`src/verilog/slesr_consts.vh`:
```
// Notes on behaviour
// - One status register holds the unexpected control-character error flag of each of the eight lanes, bit n for lane n.
// - A lane error flag reads 1 while that lane's error count is at or above the 8-bit threshold and 0 while it is below.
// - The invalid-code error flag of lane 0 sits at bit 0 of the invalid-code register and uses the same threshold test.
// - The code-group sync register holds one bit per lane, bit 7 for lane 7 and bit 6 for lane 6, 1 when sync is achieved and 0 when lost.
// - Reads return the status of the link chosen by the link page register, which software sets before reading.
// - All error flags and sync bits are read-only and read zero after reset until the receiver updates them or a zero threshold is written.
`ifndef SLESR_CONSTS_VH
`define SLESR_CONSTS_VH
`define SLESR_ADDR_W 12
`define SLESR_LANES 8
`define SLESR_LINKS 2
`define SLESR_OFF_LINK_PAGE 12'h0300
`define SLESR_OFF_THRESH 12'h0301
`define SLESR_OFF_CNT_CLR 12'h0302
`define SLESR_OFF_INVALID 12'h046E
`define SLESR_OFF_UNEXP 12'h046F
`define SLESR_OFF_SYNC 12'h0470
`define SLESR_OFF_IRQ_STAT 12'h0480
`define SLESR_OFF_IRQ_MASK 12'h0481
`define SLESR_RST_THRESH 8'h01
`define SLESR_RST_FLAGS 8'h00
`define SLESR_IRQ_UNEXP 0
`define SLESR_IRQ_INVALID 1
`define SLESR_IRQ_SYNC_LOST 2
`endif

```
`src/verilog/slesr_err_counter.v`:
```
`timescale 1ns/1ps
`default_nettype none
module slesr_err_counter (
  // Clock and reset.
  input wire clk,
  input wire reset_n,
  input wire clkEn,
  // Control.
  input wire clear,
  input wire errEvent,
  input wire [7:0] threshold,
  // Result.
  output reg errFlag
);
  reg [7:0] count_r;
  wire [7:0] countNxt;

  // Saturation keeps the flag stable once a burst outruns the counter.
  assign countNxt = clear ? 8'h00 :
                    (errEvent && count_r != 8'hFF) ? count_r + 8'h01 : count_r;

  always @(posedge clk or negedge reset_n) begin
    if (!reset_n) begin
      count_r <= 8'h00;
      errFlag <= 1'b0;
    end else if (clkEn) begin
      count_r <= countNxt;
      errFlag <= (countNxt >= threshold);
    end
  end
endmodule
`default_nettype wire

```
`src/verilog/slesr_sync2.v`:
```
`timescale 1ns/1ps
`default_nettype none
module slesr_sync2 #(
  parameter W = 8
) (
  // Clock and reset.
  input wire clk,
  input wire reset_n,
  input wire clkEn,
  // Data.
  input wire [W-1:0] din,
  output reg [W-1:0] dout
);
  reg [W-1:0] meta_r;

  always @(posedge clk or negedge reset_n) begin
    if (!reset_n) begin
      meta_r <= {W{1'b0}};
      dout <= {W{1'b0}};
    end else if (clkEn) begin
      meta_r <= din;
      dout <= meta_r;
    end
  end
endmodule
`default_nettype wire

```
`src/verilog/slesr_lane_status.v`:
```
// The strobed register port is this design's own decision.
`timescale 1ns/1ps
`default_nettype none
`include "slesr_consts.vh"
module slesr_lane_status (
  // Clock, reset and enable.
  input wire clk,
  input wire reset_n,
  input wire clkEn,
  // Register port.
  input wire [11:0] regAddr,
  input wire [7:0] regWrData,
  input wire regWrEn,
  input wire regRdEn,
  output reg [7:0] regRdData,
  // Receiver events, one pulse per error, per link and lane.
  input wire [7:0] unexpCtrlErrLink0,
  input wire [7:0] unexpCtrlErrLink1,
  input wire [7:0] invalidCodeErrLink0,
  input wire [7:0] invalidCodeErrLink1,
  // Code-group sync levels from the lane aligners, asynchronous.
  input wire [7:0] groupSyncLink0,
  input wire [7:0] groupSyncLink1,
  // Interrupt.
  output reg irq
);
  // Registers.
  reg linkPage_r;
  reg [7:0] threshold_r;
  reg [7:0] irqStat_r;
  reg [7:0] irqMask_r;
  reg [7:0] irqStatNxt;
  reg [7:0] rdNxt;
  reg [7:0] unexpPrev_r;
  reg [7:0] invalidPrev_r;
  reg [7:0] syncPrev_r;
  reg [1:0] cntClr_r;

  wire [7:0] unexpFlags0;
  wire [7:0] unexpFlags1;
  wire [7:0] invalidFlags0;
  wire [7:0] invalidFlags1;
  wire [7:0] syncS0;
  wire [7:0] syncS1;
  wire [7:0] unexpSel;
  wire [7:0] invalidSel;
  wire [7:0] syncSel;
  wire [7:0] unexpAll;
  wire [7:0] invalidAll;
  wire [7:0] syncAll;

  function wrHit;
    input [11:0] a;
    input [11:0] off;
    begin
      wrHit = regWrEn && (a == off);
    end
  endfunction

  // One counter per lane, error type and link.
  genvar g;
  generate
    for (g = 0; g < `SLESR_LANES; g = g + 1) begin : lane
      slesr_err_counter uUnexp0 (
        .clk(clk), .reset_n(reset_n), .clkEn(clkEn), .clear(cntClr_r[0]),
        .errEvent(unexpCtrlErrLink0[g]), .threshold(threshold_r),
        .errFlag(unexpFlags0[g]));
      slesr_err_counter uUnexp1 (
        .clk(clk), .reset_n(reset_n), .clkEn(clkEn), .clear(cntClr_r[1]),
        .errEvent(unexpCtrlErrLink1[g]), .threshold(threshold_r),
        .errFlag(unexpFlags1[g]));
      slesr_err_counter uInv0 (
        .clk(clk), .reset_n(reset_n), .clkEn(clkEn), .clear(cntClr_r[0]),
        .errEvent(invalidCodeErrLink0[g]), .threshold(threshold_r),
        .errFlag(invalidFlags0[g]));
      slesr_err_counter uInv1 (
        .clk(clk), .reset_n(reset_n), .clkEn(clkEn), .clear(cntClr_r[1]),
        .errEvent(invalidCodeErrLink1[g]), .threshold(threshold_r),
        .errFlag(invalidFlags1[g]));
    end
  endgenerate

  slesr_sync2 #(.W(8)) uSync0 (
    .clk(clk), .reset_n(reset_n), .clkEn(clkEn),
    .din(groupSyncLink0), .dout(syncS0));
  slesr_sync2 #(.W(8)) uSync1 (
    .clk(clk), .reset_n(reset_n), .clkEn(clkEn),
    .din(groupSyncLink1), .dout(syncS1));

  // Paged view for reads.
  assign unexpSel = linkPage_r ? unexpFlags1 : unexpFlags0;
  assign invalidSel = linkPage_r ? invalidFlags1 : invalidFlags0;
  assign syncSel = linkPage_r ? syncS1 : syncS0;

  // Interrupt sources cover both links so no event hides behind the page.
  assign unexpAll = unexpFlags0 | unexpFlags1;
  assign invalidAll = invalidFlags0 | invalidFlags1;
  assign syncAll = syncS0 & syncS1;

  // Control registers.
  always @(posedge clk or negedge reset_n) begin
    if (!reset_n) begin
      linkPage_r <= 1'b0;
      threshold_r <= `SLESR_RST_THRESH;
      irqMask_r <= 8'h00;
      cntClr_r <= 2'b00;
    end else if (clkEn) begin
      cntClr_r <= 2'b00;
      if (wrHit(regAddr, `SLESR_OFF_LINK_PAGE)) begin
        linkPage_r <= regWrData[0];
      end
      if (wrHit(regAddr, `SLESR_OFF_THRESH)) begin
        threshold_r <= regWrData;
      end
      if (wrHit(regAddr, `SLESR_OFF_IRQ_MASK)) begin
        irqMask_r <= regWrData & 8'h07;
      end
      if (wrHit(regAddr, `SLESR_OFF_CNT_CLR)) begin
        cntClr_r <= regWrData[1:0];
      end
    end
  end

  // Sticky events: a new rising flag wins over a same-cycle clear.
  always @* begin
    irqStatNxt = irqStat_r;
    if (wrHit(regAddr, `SLESR_OFF_IRQ_STAT)) begin
      irqStatNxt = irqStatNxt & ~regWrData;
    end
    if (|(unexpAll & ~unexpPrev_r)) begin
      irqStatNxt[`SLESR_IRQ_UNEXP] = 1'b1;
    end
    if (|(invalidAll & ~invalidPrev_r)) begin
      irqStatNxt[`SLESR_IRQ_INVALID] = 1'b1;
    end
    if (|(~syncAll & syncPrev_r)) begin
      irqStatNxt[`SLESR_IRQ_SYNC_LOST] = 1'b1;
    end
  end

  always @(posedge clk or negedge reset_n) begin
    if (!reset_n) begin
      irqStat_r <= 8'h00;
      unexpPrev_r <= 8'h00;
      invalidPrev_r <= 8'h00;
      syncPrev_r <= 8'h00;
      irq <= 1'b0;
    end else if (clkEn) begin
      irqStat_r <= irqStatNxt;
      unexpPrev_r <= unexpAll;
      invalidPrev_r <= invalidAll;
      syncPrev_r <= syncAll;
      irq <= |(irqStatNxt & irqMask_r);
    end
  end

  // Read mux; the flag and sync registers ignore writes.
  always @* begin
    case (regAddr)
      `SLESR_OFF_LINK_PAGE: rdNxt = {7'h00, linkPage_r};
      `SLESR_OFF_THRESH: rdNxt = threshold_r;
      `SLESR_OFF_INVALID: rdNxt = invalidSel;
      `SLESR_OFF_UNEXP: rdNxt = unexpSel;
      `SLESR_OFF_SYNC: rdNxt = syncSel;
      `SLESR_OFF_IRQ_STAT: rdNxt = irqStat_r;
      `SLESR_OFF_IRQ_MASK: rdNxt = irqMask_r;
      default: rdNxt = 8'h00;
    endcase
  end

  always @(posedge clk or negedge reset_n) begin
    if (!reset_n) begin
      regRdData <= `SLESR_RST_FLAGS;
    end else if (clkEn) begin
      regRdData <= regRdEn ? rdNxt : 8'h00;
    end
  end
endmodule
`default_nettype wire

```
`config.mk`:
```
export PLATFORM = sky130hd
export DESIGN_NAME = slesr_lane_status
export DESIGN_NICKNAME = d
export VERILOG_FILES = /design/src/verilog/slesr_err_counter.v /design/src/verilog/slesr_sync2.v /design/src/verilog/slesr_lane_status.v
export VERILOG_INCLUDE_DIRS = /design/src /design/src/verilog
export SDC_FILE = /design/constraint.sdc
export NUM_CORES = 1
export LEC_CHECK = 0
export BUFFER_PORTS_ARGS = -buffer_cell sky130_fd_sc_hd__buf_2
export CORE_MARGIN = 2
export CORE_UTILIZATION = 50
export CTS_CLUSTER_DIAMETER = 50
export DETAILED_ROUTE_END_ITERATION = 10
export GPL_TIMING_DRIVEN = 1
export PLACE_DENSITY_LB_ADDON = 0.08
export SYNTH_ARGS = -nofsm -noshare
export SYNTH_HDL_FRONTEND = slang
export SYNTH_HIERARCHICAL = 1
export SYNTH_SLANG_ARGS = --single-unit
```
`constraint.sdc`:
```
create_clock -name clk -period 4.85 [get_ports clk]
set_input_delay 0.7275 -clock clk [delete_from_list [all_inputs] [get_ports clk]]
set_output_delay 0.7275 -clock clk [all_outputs]
set_load 0.03 [all_outputs]
```
After elaboration in Yosys (flattened, before gate mapping) --
Index checks and enable logic that the tools add are counted. W data, S select, Z words.
Word-level totals: register bits 375, input port bits 73, output and inout port bits 9, logic and storage cells 312
Cells by class: add/sub/neg operators 32, order comparisons 32, equality and inequality tests 40, multiplexer cells 74, bitwise operators 12, reductions and logical operators 44
Operator list (count):
- $mux W8 | 69
- $add A8 B1 Y8 const B | 32
- $ge A8 B8 Y1 | 32
- $ne A8 B8 Y1 const B | 32
- $eq A12 B11 Y1 const B | 5
- $pmux W8 S7 | 1
- $and A8 B8 Y8 | 5
- $logic_and A1 B1 Y1 | 37
- $eq A12 B10 Y1 const B | 3
- $not A8 Y8 | 4
- $reduce_or A8 Y1 | 4
- $or A8 B8 Y8 | 2
- $and A8 B3 Y8 | 1
- $reduce_and A2 Y1 | 3
- $mux W1 | 3
- $mux W2 | 1

Logic depth before layout (Yosys ltp) --
Gate-level depths: netlist of run 1.
depth in word-level cells 7, gate-level depth with buffers 10

By module --
The synthesis of run 1 kept the hierarchy.
Modules (own cells, without submodules):
- slesr_err_counter (lane[0].uInv0 ...) | instances 31, cells an instance 94, area an instance 807.0 um^2
- slesr_lane_status | instances 1, cells an instance 303, area an instance 3084.2 um^2
- slesr_sync2 | instances 2, cells an instance 34, area an instance 649.4 um^2
- slesr_err_counter (lane[5].uInv1) | instances 1, cells an instance 99, area an instance 838.3 um^2

Worst setup path after synthesis of run 1 --
Ideal clock, no wire load.
path type register to register, start reg cntClr_r[0], end reg lane[0].uInv0.errFlag, data arrival time 3587 ps, required time 4763 ps, setup slack 1176 ps, stages on the path, launching flop included 8, buffers on the path 0, clock period less this slack 3674 ps, cell sequence dfrtp_1 inv_1 o41ai_1 nor2_1 ha_1 nand3_1 or4_1 o211ai_1
Between the ends: word-level cells in the longest chain between the ends 2
RTL lines:
- start, declared | line slesr_lane_status.v:37 | reg [1:0] cntClr_r;
- start signal, assigned | line slesr_lane_status.v:119 | cntClr_r <= regWrData[1:0];
- $mux W8 | line slesr_err_counter.v:19 | assign countNxt = clear ? 8'h00 :
- named net lane[0].uInv0.countNxt[7] | line slesr_err_counter.v:16 | wire [7:0] countNxt;
- $ge A8 B8 Y1 | line slesr_err_counter.v:28 | errFlag <= (countNxt >= threshold);
- end signal, assigned | line slesr_err_counter.v:28
- end, declared | line slesr_err_counter.v:13 | output reg errFlag
The timed path passes the listed nets, and every way through them passes these cells. A chain may end at the register's enable or synchronous reset.

Worst setup path after layout of run 1 --
start reg cntClr_r[1], end reg lane[5].uUnexp1.errFlag
Between the ends: word-level cells in the longest chain between the ends 2
RTL lines (line):
- $mux W8 | slesr_err_counter.v:19
- named net lane[5].uUnexp1.countNxt[7] | slesr_err_counter.v:16
- $ge A8 B8 Y1 | slesr_err_counter.v:28
- end signal, assigned | slesr_err_counter.v:28
- end, declared | slesr_err_counter.v:13
The timed path passes the listed nets, and every way through them passes these cells.

==> results of run 1 <==
[sequential cells by signal, summed over array words and instances (netlist names), 64 cells and up]
signal,flops
lane.uInv0/count_r,64
lane.uInv1/count_r,64
lane.uUnexp0/count_r,64
lane.uUnexp1/count_r,64
[synthesized netlist by cell type (all sizes together) (37+ instances only)]
library cell    n
a22o           40
inv           370
nand3         137
xnor2          97
o211ai         95
or4            65
nand2         181
a21oi         212
o21bai         37
clkbuf         43
o41ai          63
dfrtp         374
nor2          454
a21boi         70
nand4          70
ha            288
o21ai         204
or3            63
mux2           85
a31o           65
[metrics by stage]
stage	hold WS, ns	cell area (µm²)	std cells	util, %
after floorplan	0.432	30200	3384	-
after global placement	0.490	31700	4219	52.8
after detailed placement	0.496	31700	4219	52.8
after CTS	0.231	34000	4341	56.7
after global routing	0.267	34000	4343	56.7
final	0.204	34000	4344	56.7
[metal layers]
layer	wire length (µm)	share of wire, %	global-route usage [%]
met4	2680	3.4	9.86
met5	24	0.030	0
met2	36500	46	41.5
met3	4070	5.1	4.65
met1	36600	46	33.9
[worst paths after layout]
kind | start | endpoint | depth (start not counted)
worst min-delay path | reset_n | lane[7].uInv0/count_r[2] | 1
min in group clk | groupSyncLink1[6] | uSync1/meta_r[6] | 2
worst max-delay path | cntClr_r[1] | lane[5].uUnexp1/errFlag | 8
max in group asynchronous | reset_n | lane[5].uUnexp0/count_r[1] | 2
worst min register to register | uSync0/meta_r[0] | uSync0/dout[0] | 1
worst max register to register | cntClr_r[1] | lane[5].uUnexp1/errFlag | 8
[critical path, stage by stage (launching register included)]
cell and delay (ns):
sky130_fd_sc_hd__dfrtp_4 0.65, sky130_fd_sc_hd__buf_4 0.44, sky130_fd_sc_hd__inv_1 0.21, sky130_fd_sc_hd__o41ai_1 0.14, sky130_fd_sc_hd__nor2_1 0.11, sky130_fd_sc_hd__ha_1 0.33, sky130_fd_sc_hd__nand3_1 0.09, sky130_fd_sc_hd__or4_1 0.53
sky130_fd_sc_hd__o211ai_1 0.10
[power groups by stage]
stage	clock [W]	sequential, W	combinational (W)
4_1_cts	0.00497	0.00498	0.00433
5_1_grt	0.00508	0.00513	0.00497
3_5_place_dp	0	0.00501	0.00429
6_report	0.00485	0.00500	0.00431
3_3_place_gp	0	0.00498	0.00411
2_1_floorplan	0	0.00466	0.00335
[cells by family (layout without fill, tap and decap cells)]
group / after synthesis / in the layout / synth area share, %
xor+xnor: 97 / 97 / 2.81
buf+inv: 423 / 598 / 5.45
other cells: 0 / 3 / 0
compound gates: 918 / 918 / 22.2
flops: 375 / 375 / 31.0
mux: 127 / 127 / 5.09
fa+ha+maj: 288 / 288 / 11.9
simple gates: 1156 / 1156 / 21.5
[placed cells by master (no fill, tap or decap), types with 71 or more instances in the layout]
cell and instances:
sky130_fd_sc_hd__nor2_1 422, sky130_fd_sc_hd__inv_1 369, sky130_fd_sc_hd__dfrtp_1 367, sky130_fd_sc_hd__ha_1 288, sky130_fd_sc_hd__a21oi_1 212, sky130_fd_sc_hd__nand2_1 181, sky130_fd_sc_hd__o21ai_0 137, sky130_fd_sc_hd__nand3_1 137
sky130_fd_sc_hd__xnor2_1 97, sky130_fd_sc_hd__o211ai_1 94, sky130_fd_sc_hd__buf_2 79, sky130_fd_sc_hd__clkbuf_16 71
[layout make-up]
class / count / area, µm² / area share, %
flip-flops and latches: 375 / 9400 / 27.6
clock inverters: 33 / 353 / 1.04
inverters: 370 / 1390 / 4.08
clock buffers: 89 / 1960 / 5.77
diodes: 3 / 7.51 / 0.0221
well taps: 782 / 978 / 2.87
multi-input cells: 2586 / 19200 / 56.4
repair buffers: 106 / 738 / 2.17
==> results summary, run 1 <==
The max-slew violation count is 0. The number of register bits inferred by synthesis is 375. Internal power comes to 0.00901 W. The power spent charging and discharging nets came out at slightly above 0.005 W.

The all-layer global routing usage came out at approximately a quarter. The first global-routing pass estimated 131 mm of wire. The type of element capturing the critical path is a flip-flop. The share of cells above drive strength 1 is 18.0%. The clock transition time at the flip-flop clock pins of the worst setup and hold paths came out at about 0.06 ns. The final critical-path setup slack came out at roughly 2.1 ns. The design draws 0.0142 W. The final weighted congestion in routability-driven placement is roughly 0.9. The synthesized netlist contains 79 unique library cells.

The most used flip-flop cell after synthesis is sky130_fd_sc_hd__dfrtp_1. The maximum fanout count along the critical path is 36. The total number of yosys warnings came out at 6. Counting the fill cells in the layout gives 5292. The root buffer selected by CTS is sky130_fd_sc_hd__clkbuf_16. Dividing total power by cell area gives a power density of roughly 420 mW/mm². The source-to-sink clock delay at the later pin of the worst-skew pair came out at around 0.60 ns. The core region area came out at 0.0600 mm². The part of the cycle the worst path needs came out at 56.0%. The number of max-cap violations came out at 0. The maximum number of pins on one net before global-route repair is 123. The transition time of the tightest slew-check pin is 1.15 ns. A synthesized cell averages 8.94 µm². In this run the vertical extent of the chip is 250 µm.

The count of input and output buffers is 81. The flow ran to the end, and the final reports show no timing, DRC or antenna violations. TritonCTS built the clock tree. The via count of the first global-routing pass is 25.8k. The share of synthesized registers carrying an async set or reset is 100%. The data arrival time of the critical path came out at 3.22 ns.

The per-cell via count in the routed design came out at 6.00. The number of flops mapped to enable cells by yosys came out at 0. The number of nets in the synthesized netlist is 3745. The floorplan has 90 rows.

The die outline width came out at 250 µm. The number of hold-repair buffers added at the cts stage is 0. The hold violation total from the final report came out at 0. Setup repair after global routing left no endpoint under its margin. The worst setup path is launched from a flip-flop. The initial utilization of the core area, before any placement, comes to 50.4%. The tightest slew margin relative to the limit came out at 23.3%. The highest ir drop seen on vdd is 0.000329 V. The pre-CTS setup slack came out at 2.16 ns.

Counting every sink on the clock net gives 375. The H-tree was split into 3 levels. The layout-stage area growth over the synthesis result came out at 12.6%. In this run switching power makes up about 36% of total power. The average wire per cell in the routed design came out at 18.4 µm. The total overflow reported by the global router came out at 0.

Synthesis handed over a netlist of about 3.4k instances. The detailed-route DRC error count is 0. The remaining antenna violation count is 0. Counting the buffers created by CTS gives 67.

Of the total power, combinational logic draws a little under a third. The standby leakage power is 13.5 nW. The number of detailed-routing iterations run before antenna repair came out at 5. The maximum clock skew at final layout is 0.0152 ns. For the finished layout, the period the worst path requires is ~2.7 ns.

The number of setup buffers added after CTS is 0. The class of the most critical hold timing path is in2async. After the first detailed-routing iteration, the DRC count stood at between 1.5k and 2k. The number of top-level design ports is 82.

Sequential elements use a little under a third of the synthesized area. For this block, the routed nets add up to around 80 mm of wire. The routed via count came out at 26.1k.

The post-DP HPWL is approximately 55 mm. The sequential power share came out at 35.3%. The die covers 0.0625 mm². The number of antenna violations at the first check in global routing came out at 5. The total of cells resized after clock tree synthesis is 0. The worst reg-to-reg setup slack is 2.13 ns. The critical path in this run is classified as reg2reg. The fraction of power consumed by the clock network came out at roughly a third.

The count of final setup violators is 0. Summed over all instances, the cell type with the most area after synthesis is sky130_fd_sc_hd__dfrtp_1. The total standard cell area after synthesis is 0.0302 mm². In the final timing run, aggregate negative setup slack is 0 ns. The timing-limited maximum frequency is 0.368 GHz. By area the synthesized netlist is led by sky130_fd_sc_hd__dfrtp_1 (31%), sky130_fd_sc_hd__ha_1 (12%), sky130_fd_sc_hd__nor2_1 (5.2%). The deepest clock path buffer count came out at 3.

At the end of the flow, the number of nets in the layout was between 3k and 4k. The required time at the worst-slack endpoint is about 5.4 ns. The area fraction of the dominant cell type after synthesis is 31.0%.
Power figures use the tool's default switching activity.
==> run 2: changes to the inputs <==
Clock period 4.85 ns to 2.8 ns, I/O delays scaled along.
==> run 2 against run 1 <==
Sequential cell count did not move; via count about the same; die area did not move; maximum frequency rose by 2.8%; register-to-register slack lost 2.0 ns; largest power group unchanged.
==> results summary, run 2 (synthesized netlist as in run 1, its figures left out) <==
The tightest slew margin relative to the limit came out at 43.1% (+20 points). The post-layout instance area came out at 0.0346 mm² (+1.6%). The critical path is of the reg2reg type. The maximum clock skew at final layout came out at 0.0189 ns (+0.00379 ns). The maximum fanout count along the critical path is 5 (-86%).

The clock transition time at the flip-flop clock pins of the worst setup and hold paths was 0.06 ns (about the same). The final critical path time including I/O delays and setup came out at 2.64 ns (-0.0731 ns). The die outline width came out at 250 µm (unchanged). The highest ir drop seen on vdd came out at 0.000731 V (+120%). The end of the worst register-to-register path is lane[1].uInv1/errFlag.

The max-slew violation count is 0 (unchanged). The cell area after placement is 0.0321 mm² (+1.3%). The maximum number of pins on one net before global-route repair was 86 (-30%). The number of buffer and inverter stages on the critical path was 0 (-2). The path class of the tightest hold or removal check is in2reg. The initial core utilization is 50.4% (unchanged). Counting instances, the worst hold path has a depth of 2. The via count of the first global-routing pass is 25.6k (-0.94%). The pre-CTS setup slack was 0.171 ns (-1.99 ns). The critical path goes through ha_1 -> nand3_1 -> o21ai_4 -> xnor2_1 -> nand2_1 -> ha_1 -> nand2b_1 -> a2111oi_0 -> or4_1 -> o211ai_1.

The detailed-route DRC error count is 0 (unchanged). The required time at the worst-slack endpoint is 3.26 ns (-2.10 ns). The hold violation total from the final report is 0 (unchanged).

The number of nets in the layout is 3901 (+0.88%). Clock tree synthesis selected as its root buffer the cell sky130_fd_sc_hd__clkbuf_16. The part of the cycle the worst path needs is 94.4% (+38 points).

The instance count after placement with tap cells included is 4253 (+0.81%). The delay of the slowest critical-path stage was 0.45 ns (-0.20 ns). For hold timing, the worst endpoint is irqStat_r[5]. The share of cells above drive strength 1 came to 18.7% (+0.69 points). The total length of routed wires is 80.6 mm (+0.87%). The type of element capturing the critical path is a flip-flop. The number of max-cap violations came out at 0 (unchanged).

The level count of the clock H-tree is 3 (unchanged). The vertical die dimension came out at 250 µm (unchanged). The per-cell via count in the routed design was 5.96 (-0.71%).

The data arrival time of the critical path came out at 3.11 ns (-0.11 ns). The worst reg-to-reg setup slack came out at 0.16 ns (-1.98 ns). The number of antenna violations at the first check in global routing is 9 (+4). The total overflow reported by the global router is 0 (unchanged). The final critical-path setup slack came out at 0.156 ns (-1.98 ns). The total CTS buffers came to 66 (-1.5%). The count of input and output buffers came out at 81 (unchanged). The core region area came to 0.0600 mm² (unchanged).

The cell family with the largest share of critical-path delay is compound AO/OA/AOI/OAI gates. The standby leakage power was 13.8 nW (+1.8%). The number of top-level design ports is 82 (unchanged). The post-DP HPWL is 57.0 mm (+3.8%).

In this run the critical register-to-register path is launched from lane[1].uInv1/count_r[0]. The violation count after the first detailed-routing iteration came out at 1573 (-0.76%). The power per unit of standard cell area came out at 711 mW/mm² (+71%).

The timing-limited maximum frequency is 0.378 GHz (+2.8%). The number of placement rows was 90 (unchanged). The source-to-sink clock delay at the later pin of the worst-skew pair came out at 0.59 ns (about the same). The remaining antenna violation count came out at 0 (unchanged). The worst hold path begins at regWrData[5]. Among all stages on the critical path, the largest delay is contributed by sky130_fd_sc_hd__a2111oi_0. In the layout the commonest cells are sky130_fd_sc_hd__nor2_1 (422), sky130_fd_sc_hd__inv_1 (369), sky130_fd_sc_hd__dfrtp_1 (367), sky130_fd_sc_hd__ha_1 (288), sky130_fd_sc_hd__a21oi_1 (212). The TritonCTS clock tree is done. The total negative setup slack is 0 ns (unchanged). The flow ran to the end, and the final reports show no timing, DRC or antenna violations.

The global-route wire length before repair came out at 131 mm (+0.19%). The average wire per cell in the routed design is 18.4 µm (+0.11%). The library cell used most frequently in the layout, excluding fill and tap cells, is sky130_fd_sc_hd__nor2_1. The sort of element at the start of the critical path is a flip-flop. The number of detailed-routing iterations run before antenna repair is 5 (unchanged). The die area came out at 0.0625 mm² (unchanged).

The count of final setup violators came out at 0 (unchanged). The number of cells in the finished layout apart from fillers came out at 4377 (+0.76%). The final weighted congestion in routability-driven placement was 0.901 (+0.24%).

The all-layer global routing usage came to 25.7% (+0.12 points). The transition time of the tightest slew-check pin is 0.854 ns (-0.296 ns). The utilization after layout is 57.6% (+0.88 points). The deepest clock path buffer count came out at 3 (unchanged). The layout-stage area growth over the synthesis result came out at 14.3%. Among the stages of the critical path, the cell type that occurs most often is sky130_fd_sc_hd__ha_1. The number of sinks driven by the clock tree came to 375 (unchanged). The routed via count is 26.1k (+0.046%). The cell count of the worst reg-to-reg path came out at 10 (+2).
-- run 2: cell count changes in the layout (fill, tap and decap cells not counted), sizes merged --
| cell | before | now |
|---|---|---|
| buf | 106 | 140 |
| bufinv | 5 | 6 |
| clkbuf | 89 | 91 |
| clkinv | 13 | 12 |
| clkinvlp | 10 | 4 |
| diode | 3 | 2 |
| dlygate4sd3 | 0 | 1 |
| inv | 375 | 378 |
-- run 2: layer usage --
layer	up-vias	wire (µm)	track usage [%]	part of all wire, %
li1	12725	-	-	-
met1	12731	36700	33.9	45
met2	475	38700	43.7	48
met3	133	3390	3.81	4.2
met4	10	1750	7.42	2.2
met5	-	63	0	0.078
-- run 2: what timing repair did --
item / CTS / global route
hold buffers: 1 / 0
buffers inserted: 0 / 0
endpoints found under the setup margin: 0 / 18
hold endpoints to repair: 59 / 0
gates resized for setup: 0 / 27
-- run 2: worst reg2reg max path, delay by kind of cell, from the launching register on --
family | cells | cell delay, ns
AOI/OAI and AO/OA | 3 | 0.80
and+or+nand+nor | 4 | 0.65
adders and majority gates | 2 | 0.49
DFF | 1 | 0.43
xor gates and xnor gates | 1 | 0.14
-- run 2: cell type report --
class / instances / area, µm²
Multi-Input combinational cell: 2586 / 19300
Clock buffer: 91 / 1940
Sequential cell: 375 / 9400
Tap cell: 782 / 978
Clock inverter: 30 / 355
Fill cell: 5232 / 25500
Antenna cell: 2 / 5.00
Timing Repair Buffer: 141 / 1150
Inverter: 370 / 1390
-- run 2: how the worst max path moves through the flow --
stage / startpoint / end / slack [ns] / depth (start not counted)
after floorplan: cntClr_r[1] / lane[5].uInv1/errFlag / 0.29 / 8
after global placement: lane[1].uInv0/count_r[0] / lane[1].uInv0/errFlag / 0.26 / 10
after global routing: lane[7].uInv0/count_r[0] / lane[7].uInv0/errFlag / -0.03 / 10
after detailed placement: lane[7].uInv0/count_r[0] / lane[7].uInv0/errFlag / 0.17 / 10
final: lane[1].uInv1/count_r[0] / lane[1].uInv1/errFlag / 0.16 / 10
after CTS: lane[7].uInv0/count_r[0] / lane[7].uInv0/errFlag / 0.15 / 10
-- run 2: metrics by stage --
stage / total power, W / hold slack (ns)
after floorplan: 0.0139 / 0.124
after global placement: 0.0157 / 0.423
after detailed placement: 0.0161 / 0.432
after CTS: 0.0247 / 0.00215
after global routing: 0.0264 / 0.0356
final: 0.0246 / 0.0322
-- run 2: where the power goes --
part	internal (W)	switching [W]	total (W)	leakage, nW
Clock	0.00544	0.00298	0.00842	1.13
Sequential	0.00662	0.00205	0.00867	4.49
Combinational	0.00361	0.00389	0.00750	8.15
==> run 3: changes to the inputs <==
Settings changed: ABC_AREA set to 1.
==> run 3 against run 2 <==
Highest routed layer unchanged; core utilization down 0.71 points; register-to-register slack better by 0.44 ns; synthesized cell count up 44%; via count up 16%; sequential share of layout area down 1.1 points; sequential power down 10%; final area up 4.2%; clock power down 2%; critical path depth up 2; largest cell class unchanged; largest power group is now the clock network.
==> results summary, run 3 <==
The flow ran to the end, and the final reports show no timing, DRC or antenna violations. The worst setup path is captured at a flip-flop. The all-layer global routing usage came out at 25.7% (+0.031 points). Setup repair after global routing left no endpoint under its margin.

In the layout the commonest cells are sky130_fd_sc_hd__nand2_1 (1624), sky130_fd_sc_hd__inv_1 (811), sky130_fd_sc_hd__nor2_1 (389), sky130_fd_sc_hd__dfrtp_1 (365), sky130_fd_sc_hd__ha_1 (288). The number of detailed-routing iterations run before antenna repair is 6 (+1). The worst setup path is launched from a flip-flop. The count of distinct cell types in the synthesized netlist is 38 (-52%). For this run, the leading register cell type out of synthesis is sky130_fd_sc_hd__dfrtp_1. The hold violation total from the final report is 0 (unchanged). The via count of the first global-routing pass is 28.2k (+10%). The final weighted congestion in routability-driven placement came out at 0.873 (-3.1%). The total of cells resized after clock tree synthesis came out at 0 (unchanged). CTS placed an instance of sky130_fd_sc_hd__clkbuf_16 at the clock tree root. The total number of yosys warnings came out at 6 (unchanged). The number of top-level design ports came to 82 (unchanged).

The total overflow reported by the global router came out at 0 (unchanged). The count of final setup violators is 0 (unchanged). The TritonCTS clock tree is done. The tightest slew margin relative to the limit is 47.5% (+4.4 points). The core region area is 0.0633 mm² (+5.5%). The total CTS buffers came out at 61 (-7.6%). The post-CTS setup buffer count came out at 0 (unchanged).

The maximum number of pins on one net before global-route repair was 61 (-29%). The number of nets in the layout is 5361 (+37%). The proportion of synthesized chip area in sequential cells came out at 29.3% (-1.8 points). Among all stages on the critical path, the largest delay is contributed by sky130_fd_sc_hd__dfrtp_1. The path class of the tightest hold or removal check is in2reg. The detailed-route DRC error count came out at 0 (unchanged).

The initial core utilization is 50.7% (+0.29 points). The die area came out at 0.0662 mm² (+6.0%). The level count of the clock H-tree was 2 (-1). The power per unit of standard cell area came out at 608 mW/mm² (-15%). The number of max-cap violations came out at 0 (unchanged). The area fraction of the dominant cell type after synthesis came to 29.2% (-1.8 points). The number of cells in the finished layout apart from fillers was 5898 (+35%). The delay of the slowest critical-path stage came out at 0.42 ns (-0.03 ns). The source-to-sink clock delay at the later pin of the worst-skew pair was 0.63 ns (+0.04 ns). The category of the critical setup timing path is reg2reg. The clock transition time at the flip-flop clock pins of the worst setup and hold paths is 0.05 ns (about the same). The largest total area in the synthesized netlist belongs to sky130_fd_sc_hd__dfrtp_1. The violation count after the first detailed-routing iteration was 2175 (+38%). The max-slew violation count came to 0 (unchanged). The post-synthesis instance total came out at 4889 (+44%). The standby leakage power came to 19.8 nW (+44%). The layer with the highest usage is met2. The met3 demand-to-capacity share in global routing is 3.81% (+0.0052 points). The data arrival time of the critical path came out at 2.72 ns (-0.39 ns).

The share of cells above drive strength 1 came out at 9.13% (-9.6 points). The cell family with the largest share of critical-path delay is simple AND/OR/NAND/NOR gates. The most frequent cell after synthesis is sky130_fd_sc_hd__nand2_1. The number of antenna violations at the first check in global routing is 7 (-2).

The number of nets in the synthesized netlist is 5250 (+40%). The number of hold-repair buffers added at the cts stage was 7 (+6). The layout-stage area growth over the synthesis result came out at 12.3%. The die outline width came out at 257 µm (+3.0%). The share of synthesized registers carrying an async set or reset came to 100% (unchanged). The synthesized area per cell came out at 6.56 µm² (-27%). By count the netlist is led by sky130_fd_sc_hd__nand2_1 (1624), sky130_fd_sc_hd__inv_1 (811), sky130_fd_sc_hd__nor2_1 (389). The required time at the worst-slack endpoint is 3.31 ns (+0.05 ns). The number of buffer and inverter stages on the critical path is 0 (unchanged). The total length of routed wires came out at 84.0 mm (+4.3%).

The maximum clock skew at final layout is 0.0221 ns (+0.00312 ns). The timing-limited maximum frequency came out at 0.453 GHz (+20%). The part of the cycle the worst path needs is 78.9% (-16 points). The critical path goes through ha_1 -> nand2_1 -> nor2_1 -> nand2_2 -> nand3_1 -> nand2_1 -> and2_1 -> ha_1 -> a21oi_1 -> nor2_1 -> nor3_1 -> a21oi_1. The utilization after layout is 56.9% (-0.71 points).

The transition time of the tightest slew-check pin is 0.787 ns (-0.0671 ns). The remaining antenna violation count is 0 (unchanged). The vertical die dimension came to 257 µm (+3.0%). The average wire per cell in the routed design came out at 14.2 µm (-23%).

The number of placement rows is 92 (+2.2%). The number of cells on the worst hold path came out at 3 (+1). The cell count of the worst reg-to-reg path was 12 (+2).

The number of register bits inferred by synthesis came out at 375 (unchanged). The maximum fanout count along the critical path came out at 9 (+4). The global-route met2 utilization is 42.1% (-1.6 points). The per-cell via count in the routed design is 5.11 (-14%). The post-DP HPWL is 59.2 mm (+3.8%). The overall power of the completed layout is 0.0219 W (-11%). The total number of cells along the worst setup path came out at 12 (+2). The instance count after placement with tap cells included is 5776 (+36%). The routed via count came out at 30.1k (+16%). The total negative setup slack is 0 ns (unchanged). The worst hold slack after final layout was 0.0384 ns (+0.00617 ns).

The number of flops mapped to enable cells by yosys came out at 0 (unchanged). The final critical path time including I/O delays and setup was 2.21 ns (-0.435 ns). The number of sinks driven by the clock tree is 375 (unchanged). After synthesis, the cell types taking the most area are sky130_fd_sc_hd__dfrtp_1 (29%), sky130_fd_sc_hd__nand2_1 (19%), sky130_fd_sc_hd__ha_1 (11%). The global-route wire length before repair is 142 mm (+7.7%). The total standard cell area after synthesis came to 0.0321 mm² (+6.1%). The count of input and output buffers came out at 81 (unchanged). The global routing met1 resource utilization was 35.6% (+1.7 points). The count of filler cells inserted in the layout came to 6229 (+19%).

The deepest clock path buffer count is 3 (unchanged). The most common cell after layout, fill and taps aside is sky130_fd_sc_hd__nand2_1. The highest ir drop seen on vdd is 0.000498 V (-32%).
run 3: cell count changes in the layout (fill, tap and decap cells not counted), sizes merged, moves of 95 or more:
cell	previous run	this run
nand4	70	265
xnor2	97	0
inv	378	821
nand3	137	274
nand2	181	1726
o211ai	95	0
run 3: kinds of logic (layout without fill, tap and decap cells):
logic type	count (synthesis)	after routing	synth area share [%]
buffers and inverters	934	1095	11.4
flip-flops	375	375	29.3
adder cells (fa/ha/maj)	288	288	11.2
AND/OR/NAND/NOR	2951	2951	42.0
multiplexers	3	3	0.0936
AO/OA/AOI/OAI	338	338	6.02
other	0	2	0
run 3: path summary, 6_finish.rpt:
| path | startpoint | endpoint | slack (ns) |
|---|---|---|---|
| max in group asynchronous | reset_n | lane[2].uInv0/count_r[5] | 1.65 |
| min in group asynchronous | reset_n | lane[0].uUnexp0/count_r[1] | 0.35 |
| worst min-delay path | groupSyncLink0[4] | uSync0/meta_r[4] | 0.04 |
| worst min register to register | uSync1/meta_r[7] | uSync1/dout[7] | 0.47 |
| worst max-delay path | lane[2].uUnexp0/count_r[0] | lane[2].uUnexp0/errFlag | 0.59 |
| worst max register to register | lane[2].uUnexp0/count_r[0] | lane[2].uUnexp0/errFlag | 0.59 |
run 3: worst reg2reg max path: stages, from the launching register on:
cell	delay, ns
sky130_fd_sc_hd__dfrtp_1	0.42
sky130_fd_sc_hd__ha_1	0.24
sky130_fd_sc_hd__nand2_1	0.08
sky130_fd_sc_hd__nor2_1	0.16
sky130_fd_sc_hd__nand2_2	0.16
sky130_fd_sc_hd__nand3_1	0.10
sky130_fd_sc_hd__nand2_1	0.06
sky130_fd_sc_hd__and2_1	0.16
sky130_fd_sc_hd__ha_1	0.29
sky130_fd_sc_hd__a21oi_1	0.13
sky130_fd_sc_hd__nor2_1	0.05
sky130_fd_sc_hd__nor3_1	0.14
sky130_fd_sc_hd__a21oi_1	0.09
run 3: per-layer routing:
layer	wire, µm	share of wire (%)	vias to the layer above
met5	40	0.048	-
li1	-	-	15853
met2	38000	45	536
met1	40200	48	13602
met4	1730	2.1	6
met3	4010	4.8	131
run 3: where the power goes:
part           total [W]  internal [W]  switching (W)
Clock            0.00827       0.00531        0.00296
Sequential       0.00776       0.00640        0.00136
Combinational    0.00586       0.00241        0.00345
run 3: metrics by stage:
step	area, µm²	setup slack, ns
2_1_floorplan	32100	0.243
3_3_place_gp	33700	0.624
3_5_place_dp	33700	0.615
4_1_cts	36000	0.595
5_1_grt	36000	0.279
6_report	36000	0.591
run 3: cell type report:
| cell class | instances | area (µm²) | area share (%) |
|---|---|---|---|
| Timing Repair Buffer | 131 | 1070 | 2.97 |
| Multi-Input combinational cell | 3580 | 19000 | 52.9 |
| Tap cell | 846 | 1060 | 2.94 |
| Antenna cell | 2 | 5.00 | 0.0139 |
| Inverter | 851 | 3210 | 8.92 |
| Clock inverter | 37 | 529 | 1.47 |
| Sequential cell | 375 | 9400 | 26.1 |
| Clock buffer | 76 | 1700 | 4.71 |
